$ cat config.mk
export PLATFORM = sky130hd
export DESIGN_NAME = nv_option_load_and_security_key
export DESIGN_NICKNAME = d
export VERILOG_FILES = /design/src/nv_option_pkg.sv /design/src/nv_option_load_and_security_key.sv
export SDC_FILE = /design/constraint.sdc
export NUM_CORES = 1
export LEC_CHECK = 0
export ABC_AREA = 1
export BUFFER_PORTS_ARGS = -buffer_cell sky130_fd_sc_hd__buf_2
export CELL_PAD_IN_SITES_DETAIL_PLACEMENT = 1
export CELL_PAD_IN_SITES_GLOBAL_PLACEMENT = 1
export CORE_MARGIN = 2
export CORE_UTILIZATION = 35
export DETAILED_ROUTE_END_ITERATION = 8
export PLACE_DENSITY = 0.87
export SLEW_MARGIN = 20
export SYNTH_ARGS = -nofsm -noshare
export SYNTH_HDL_FRONTEND = slang
export SYNTH_SLANG_ARGS = --single-unit
$ cat constraint.sdc
create_clock -name aclk -period 2.8 [get_ports aclk]
set_clock_uncertainty 0.1 [all_clocks]
set_input_delay 0.56 -clock aclk [delete_from_list [all_inputs] [get_ports aclk]]
set_output_delay 0.56 -clock aclk [all_outputs]
set_load 0.05 [all_outputs]
$ cat src/nv_option_pkg.sv
// Constants for the nonvolatile option load and security key block.
// Assumes a word-indexed register map: byte address = 4 * index.
package nv_option_pkg;

  localparam int unsigned ADDR_WIDTH = 18;
  localparam int unsigned DATA_WIDTH = 32;
  localparam int unsigned INDEX_WIDTH = 16;
  localparam int unsigned KEY_BYTES = 8;

  // Register indices
  localparam logic [15:0] IDX_OPTION_WORKING = 16'h1821;
  localparam logic [15:0] IDX_CONFIGURATION = 16'h1823;
  localparam logic [15:0] IDX_PROTECTION_WORKING = 16'h1824;
  localparam logic [15:0] IDX_SECURITY_STATUS = 16'h1827;
  localparam logic [15:0] IDX_KEY_FIRST = 16'hFFB0;
  localparam logic [15:0] IDX_KEY_LAST = 16'hFFB7;
  localparam logic [15:0] IDX_STORED_PROTECTION = 16'hFFBD;
  localparam logic [15:0] IDX_STORED_OPTION = 16'hFFBF;

  // Option byte fields
  localparam int unsigned KEY_ENABLE_POS = 7;
  localparam int unsigned REDIRECT_DISABLE_POS = 6;
  localparam int unsigned PAGE_MODE_POS = 5;
  localparam int unsigned SECURITY_LSB = 0;
  localparam logic [1:0] SECURITY_UNSECURED = 2'h2;

  // Configuration byte fields
  localparam int unsigned PAGE_SELECT_POS = 6;
  localparam int unsigned KEY_ACCESS_POS = 5;
  localparam int unsigned CONFIG_RESERVED_POS = 4;

  // Security status fields
  localparam int unsigned STAT_SECURED_POS = 0;
  localparam int unsigned STAT_LOCKED_POS = 1;
  localparam int unsigned STAT_ERASED_POS = 2;
  localparam int unsigned STAT_LOADED_POS = 3;

  // Values after reset
  localparam logic [7:0] PROTECTION_RESET = 8'hFF;
  localparam logic [7:0] OPTION_RESET = 8'h00;
  localparam logic [7:0] CONFIG_RESERVED_RESET = 8'h10;

  localparam logic [1:0] RESP_OKAY = 2'h0;
  localparam logic [1:0] RESP_SLVERR = 2'h2;

  typedef enum logic [1:0] {
    KEY_IDLE = 2'h0,
    KEY_ENTRY = 2'h1,
    KEY_DONE = 2'h3,
    KEY_LOCKED = 2'h2
  } key_state_type;

endpackage : nv_option_pkg
$ cat src/nv_option_load_and_security_key.sv
// Loads protection and option bytes at reset and runs the security key.
// Assumes an AXI4-Lite master on aclk and nonvolatile bytes on aclk.
//
// The AXI4-Lite register port was decided locally.
`timescale 1ns/1ns
`default_nettype none

module nv_option_load_and_security_key (
  input wire logic aclk,
  input wire logic aresetn,
  input wire logic [nv_option_pkg::ADDR_WIDTH-1:0] awaddr,
  input wire logic awvalid,
  output logic awready,
  input wire logic [nv_option_pkg::DATA_WIDTH-1:0] wdata,
  input wire logic [3:0] wstrb,
  input wire logic wvalid,
  output logic wready,
  output logic [1:0] bresp,
  output logic bvalid,
  input wire logic bready,
  input wire logic [nv_option_pkg::ADDR_WIDTH-1:0] araddr,
  input wire logic arvalid,
  output logic arready,
  output logic [nv_option_pkg::DATA_WIDTH-1:0] rdata,
  output logic [1:0] rresp,
  output logic rvalid,
  input wire logic rready,
  input wire logic [63:0] backdoor_comparison_key,
  input wire logic [7:0] stored_protection_byte,
  input wire logic [7:0] stored_option_byte,
  input wire logic code_from_secure,
  input wire logic background_debug_mode,
  input wire logic mass_erase_done,
  input wire logic blank_check_pass,
  output logic security_engaged,
  output logic ram_access_allow,
  output logic [7:0] protection_out,
  output logic vector_redirect_disable,
  output logic eeprom_page_mode,
  output logic eeprom_page_select,
  output logic load_done
);
  import nv_option_pkg::*;

  key_state_type key_state;
  logic load_pending;
  logic [7:0] flash_protection_working;
  logic [7:0] option_loaded;
  logic secured;
  logic erase_seen;
  logic page_select;
  logic config_reserved;

  logic aw_held;
  logic w_held;
  logic [INDEX_WIDTH-1:0] aw_index;
  logic [7:0] w_byte;
  logic w_lane0;
  logic do_write;
  logic trusted_source;
  logic write_hit;
  logic [INDEX_WIDTH-1:0] ar_index;
  logic [DATA_WIDTH-1:0] next_rdata;
  logic read_hit;

  logic [7:0] entered [KEY_BYTES];
  logic [KEY_BYTES-1:0] entered_mask;
  logic [KEY_BYTES-1:0] byte_match;
  logic key_enabled;
  logic key_write;
  logic key_close;
  logic key_open;
  logic [2:0] key_slot;
  logic [INDEX_WIDTH-1:0] key_offset;

  logic [7:0] option_view;
  logic [7:0] config_view;
  logic [7:0] status_view;

  // Write channel capture, either order
  assign awready = !aw_held;
  assign wready = !w_held;
  assign do_write = aw_held && w_held && !bvalid;

  always_ff @(posedge aclk) begin
    if (!aresetn) begin
      aw_held <= 1'b0;
      aw_index <= '0;
    end else if (awvalid && awready) begin
      aw_held <= 1'b1;
      aw_index <= awaddr[ADDR_WIDTH-1:2];
    end else if (do_write) begin
      aw_held <= 1'b0;
    end
  end

  always_ff @(posedge aclk) begin
    if (!aresetn) begin
      w_held <= 1'b0;
      w_byte <= 8'h00;
      w_lane0 <= 1'b0;
    end else if (wvalid && wready) begin
      w_held <= 1'b1;
      w_byte <= wdata[7:0];
      w_lane0 <= wstrb[0];
    end else if (do_write) begin
      w_held <= 1'b0;
    end
  end

  always_comb begin
    write_hit = (aw_index == IDX_OPTION_WORKING) ||
                (aw_index == IDX_CONFIGURATION) ||
                (aw_index == IDX_PROTECTION_WORKING) ||
                (aw_index == IDX_SECURITY_STATUS) ||
                (aw_index == IDX_STORED_PROTECTION) ||
                (aw_index == IDX_STORED_OPTION) ||
                (aw_index >= IDX_KEY_FIRST && aw_index <= IDX_KEY_LAST);
  end

  always_ff @(posedge aclk) begin
    if (!aresetn) begin
      bvalid <= 1'b0;
      bresp <= RESP_OKAY;
    end else if (do_write) begin
      bvalid <= 1'b1;
      bresp <= write_hit ? RESP_OKAY : RESP_SLVERR;
    end else if (bready) begin
      bvalid <= 1'b0;
    end
  end

  // Reset load of working copies
  always_ff @(posedge aclk) begin
    if (!aresetn) begin
      load_pending <= 1'b1;
    end else begin
      load_pending <= 1'b0;
    end
  end

  always_ff @(posedge aclk) begin
    if (!aresetn) begin
      option_loaded <= OPTION_RESET;
    end else if (load_pending) begin
      option_loaded <= stored_option_byte;
    end
  end

  always_ff @(posedge aclk) begin
    if (!aresetn) begin
      flash_protection_working <= PROTECTION_RESET;
    end else if (load_pending) begin
      flash_protection_working <= stored_protection_byte;
    end else if (do_write && w_lane0 &&
                 aw_index == IDX_PROTECTION_WORKING) begin
      flash_protection_working <= w_byte;
    end
  end

  always_ff @(posedge aclk) begin
    if (!aresetn) begin
      page_select <= 1'b0;
      config_reserved <= CONFIG_RESERVED_RESET[CONFIG_RESERVED_POS];
    end else if (do_write && w_lane0 &&
                 aw_index == IDX_CONFIGURATION) begin
      page_select <= w_byte[PAGE_SELECT_POS];
      config_reserved <= w_byte[CONFIG_RESERVED_POS];
    end
  end

  // Key path
  assign key_enabled = option_loaded[KEY_ENABLE_POS];
  assign trusted_source = code_from_secure &&
                          !background_debug_mode;
  assign key_offset = aw_index - IDX_KEY_FIRST;
  assign key_slot = key_offset[2:0];
  assign key_open = do_write && w_lane0 &&
                    aw_index == IDX_CONFIGURATION &&
                    w_byte[KEY_ACCESS_POS] && key_enabled &&
                    secured && trusted_source;
  assign key_close = do_write && w_lane0 &&
                     aw_index == IDX_CONFIGURATION &&
                     !w_byte[KEY_ACCESS_POS];
  assign key_write = do_write && w_lane0 && key_state == KEY_ENTRY &&
                     trusted_source &&
                     aw_index >= IDX_KEY_FIRST &&
                     aw_index <= IDX_KEY_LAST;

  generate
    for (genvar i = 0; i < KEY_BYTES; i++) begin : g_key
      always_ff @(posedge aclk) begin
        if (!aresetn) begin
          entered[i] <= 8'h00;
          entered_mask[i] <= 1'b0;
        end else if (key_open) begin
          entered_mask[i] <= 1'b0;
        end else if (key_write && key_slot == i) begin
          entered[i] <= w_byte;
          entered_mask[i] <= 1'b1;
        end
      end
      assign byte_match[i] = entered_mask[i] &&
        (entered[i] == backdoor_comparison_key[8*i +: 8]);
    end
  endgenerate

  always_ff @(posedge aclk) begin
    if (!aresetn) begin
      key_state <= KEY_IDLE;
    end else begin
      unique case (key_state)
        KEY_IDLE: begin
          if (key_open) begin
            key_state <= KEY_ENTRY;
          end
        end
        KEY_ENTRY: begin
          if (key_close) begin
            key_state <= (&byte_match && key_enabled) ?
                         KEY_DONE : KEY_LOCKED;
          end
        end
        KEY_DONE: begin
          key_state <= KEY_DONE;
        end
        KEY_LOCKED: begin
          key_state <= KEY_LOCKED;
        end
      endcase
    end
  end

  // Erase then blank check
  always_ff @(posedge aclk) begin
    if (!aresetn) begin
      erase_seen <= 1'b0;
    end else if (mass_erase_done) begin
      erase_seen <= 1'b1;
    end
  end

  always_ff @(posedge aclk) begin
    if (!aresetn) begin
      secured <= 1'b1;
    end else if (load_pending) begin
      secured <= stored_option_byte[SECURITY_LSB +: 2] !=
                 SECURITY_UNSECURED;
    end else if (key_state == KEY_ENTRY && key_close &&
                 &byte_match && key_enabled) begin
      secured <= 1'b0;
    end else if (erase_seen && blank_check_pass) begin
      secured <= 1'b0;
    end
  end

  // Register views
  always_comb begin
    option_view = 8'h00;
    option_view[KEY_ENABLE_POS] = option_loaded[KEY_ENABLE_POS];
    option_view[REDIRECT_DISABLE_POS] =
      option_loaded[REDIRECT_DISABLE_POS];
    option_view[PAGE_MODE_POS] = option_loaded[PAGE_MODE_POS];
    option_view[SECURITY_LSB +: 2] =
      option_loaded[SECURITY_LSB +: 2];
  end

  always_comb begin
    config_view = 8'h00;
    config_view[PAGE_SELECT_POS] = page_select;
    config_view[KEY_ACCESS_POS] = (key_state == KEY_ENTRY);
    config_view[CONFIG_RESERVED_POS] = config_reserved;
  end

  always_comb begin
    status_view = 8'h00;
    status_view[STAT_SECURED_POS] = secured;
    status_view[STAT_LOCKED_POS] = (key_state == KEY_LOCKED);
    status_view[STAT_ERASED_POS] = erase_seen;
    status_view[STAT_LOADED_POS] = !load_pending;
  end

  // Read channel
  assign arready = !rvalid;
  assign ar_index = araddr[ADDR_WIDTH-1:2];

  always_comb begin
    next_rdata = '0;
    read_hit = 1'b1;
    if (ar_index == IDX_OPTION_WORKING) begin
      next_rdata[7:0] = option_view;
    end else if (ar_index == IDX_CONFIGURATION) begin
      next_rdata[7:0] = config_view;
    end else if (ar_index == IDX_PROTECTION_WORKING) begin
      next_rdata[7:0] = flash_protection_working;
    end else if (ar_index == IDX_SECURITY_STATUS) begin
      next_rdata[7:0] = status_view;
    end else if (ar_index == IDX_STORED_PROTECTION) begin
      next_rdata[7:0] = stored_protection_byte;
    end else if (ar_index == IDX_STORED_OPTION) begin
      next_rdata[7:0] = stored_option_byte;
    end else if (ar_index >= IDX_KEY_FIRST &&
                 ar_index <= IDX_KEY_LAST) begin
      next_rdata[7:0] =
        backdoor_comparison_key[8*ar_index[2:0] +: 8];
    end else begin
      read_hit = 1'b0;
    end
  end

  always_ff @(posedge aclk) begin
    if (!aresetn) begin
      rvalid <= 1'b0;
      rdata <= '0;
      rresp <= RESP_OKAY;
    end else if (arvalid && arready) begin
      rvalid <= 1'b1;
      rdata <= next_rdata;
      rresp <= read_hit ? RESP_OKAY : RESP_SLVERR;
    end else if (rready) begin
      rvalid <= 1'b0;
    end
  end

  // Outputs
  assign security_engaged = secured;
  assign ram_access_allow = !secured || trusted_source;
  assign protection_out = flash_protection_working;
  assign vector_redirect_disable = option_loaded[REDIRECT_DISABLE_POS];
  assign eeprom_page_mode = option_loaded[PAGE_MODE_POS];
  assign eeprom_page_select = page_select;
  assign load_done = !load_pending;

endmodule : nv_option_load_and_security_key

`default_nettype wire

==> impl_metrics.ini <==
[routing]
postRouteAntennaNets = 0
drc_errors = 0
drt-total-wl_um = 26600
routedWlPerCell_um = 17.2
viasPerCell = 5.00
drtPass1Iterations = 5
drt_iter0_markers = 569
vias = 7734

[timing]
finalHoldViolCount = 0
fmax_mhz = 435
period_needed_ns = 2.30
worst_slack_ns = 0.501
timing.hold.ws_ns = 0.246
setup_violations = 0
worstMarginPinSlew_ns = 0.794
slew_violations = 0
fin_tns_setup_ns = 0
fin_crit_sh = 0.821
slew_headroom = 0.470
rsz0062_at_grt = false

[clocking]
cts_tree = done
clockBufferDepth = 2
post_cts_resized = 0
clkSlewWorstSetupHoldPaths_ns = 0.06
cts_sinks = 131
post-cts-setup-buffers = 0
cts_root_buffer = clkbuf_16
clkLatencyLatePin_ns = 0.43
h-tree-depth = 4
cts-buffers-inserted = 17
hold_buffers = 0

[floorplan]
initial_core_util = 0.354
num_rows = 54
fp.dieH_um = 152
dieArea_um2 = 23100
core_um2 = 21600
fp.dieW_um = 152
io_pins = 218

[yosys]
synth-simple-area-share = 0.334
yosysSeqAreaShare = 0.427
synth_top_area_frac = 0.251
syn_inst = 1092
synth_compound_area_frac = 0.0891
synth.area.top_cells = edfxtp_1, dfxtp_1, nand2_1
synth.mux.area_fraction = 0
ys_types = 36
yosys_warnings = 0
synth.ff_latch_count = 131
synth_top_cell_by_area = edfxtp_1
synth_area_um2 = 7650
synth.avg_cell_area_um2 = 7.01
synth_top_family_by_area = simple AND/OR/NAND/NOR gates
synthXorXnorAreaFrac = 0.0321
synth-adder-area-share = 0

[pwr]
p_leak_nw = 4.32
powerDensity_nw_per_um2 = 560
ir_drop_mv = 0.456

[place]
dp_hpwl_um = 20700
place_area_um2 = 8660
place_congestion = 0.884
io_buffers = 160
pre_cts_slack_ns = 0.363
dp_cells = 1514

[critical_path]
r2r-start = aw_index[5]
required_ns = 2.84
end_kind = flip-flop
worstSetupStartpoint = aw_index[5]
path_class = flip-flop to flip-flop
crit_path_max_fanout = 10
r2r_slack_ns = 0.50
worstPathArrival_ns = 2.34
start_kind = flip-flop

[final_layout]
fin_cells = 1547
synthToLayoutAreaGrowth_pct = 20.5
final_common_cell = nand2_1
regArea_um2 = 3260
nets = 1416
layout_common_cells = nand2_1, nor2_1, buf_2, inv_1, nand3_1
final_area_um2 = 9220
drive_above_1_share = 0.184
multi_input_area_um2 = 3580
fillers = 2837

[grt]
grt-ovfl-total = 0
grt_pass1_vias = 7978
grt_max_degree = 30
track_usage = 0.229
met2_usage = 0.397
grt_pass1_wl_um = 41600
met1_usage = 0.278
use_met3 = 0.0445
top_usage_layer = met2
antenna_found_initial = 1

[hold_path]
hp-class = primary input to flip-flop
worstHoldStart = mass_erase_done

[run]
cap_violations = 0

[run_status]
status = finished clean
## cell type report
cell class	instances	share of cell area
Multi-Input combinational cell	777	0.388
Antenna cell	1	0.000271
Tap cell	280	0.0380
Clock buffer	25	0.0550
Inverter	156	0.0635
Sequential cell	131	0.354
Timing Repair Buffer	170	0.0963
Clock inverter	7	0.00502
## worst max-delay path, cell delays in order (launching register included)
cell and delay [ns]:
dfxtp_1 0.30, inv_1 0.05, nor2_1 0.19, nand4_1 0.11, nor3_1 0.40, nand4_2 0.41
nand4_2 0.34, nor2_1 0.11
## state kept, by name, summed over array words and instances (netlist names), 2 cells and up
register,flops
entered,64
aw_index,16
entered_mask,8
protection_out,8
rdata,8
w_byte,8
option_loaded,5
key_state,2
## per-layer routing
metal,wire length (um),part of all wire
met3,1770,0.066
met1,11000,0.41
met5,0,0
met4,926,0.035
met2,12900,0.48
## cells in the mapped netlist, drive strengths merged
cell,count
xnor2,23
o211ai,4
inv,149
dfxtp,67
nand2b,1
a21oi,67
o21ai,59
or2,7
o21a,1
nand2,291
conb,1
nor3b,1
a31oi,1
clkinv,7
nor3,8
xor2,5
clkbuf,17
nor2,181
nand4,13
buf,36
nand3,84
nor4,4
a211oi,1
edfxtp,64
## stage by stage
step / utilization / power [mW]
after floorplan: - / 2.78
after global placement: 0.401 / 3.05
after detailed placement: 0.401 / 3.09
after CTS: 0.426 / 5.17
after global routing: 0.426 / 5.35
final: 0.426 / 5.16
## worst paths after layout
kind / end / depth (start not counted)
worst min register to register: entered_mask[5] / 2
worst max register to register: entered[1][12] / 7
worst min-delay path: erase_seen / 3
worst max-delay path: entered[1][12] / 7
## logic make-up after synthesis
logic type	Yosys count
flip-flops	131
buffers and inverters	209
AND/OR/NAND/NOR	590
AO/OA/AOI/OAI	133
other	1
XOR/XNOR	28
## power by group
part	leakage [nW]	total, mW	switching [mW]	internal (mW)
Clock	0.270	2.10	0.849	1.26
Combinational	2.84	0.891	0.642	0.249
Sequential	1.21	2.17	0.0636	2.11
Total	4.32	5.16	1.55	3.61
Power figures use the tool's default switching activity.
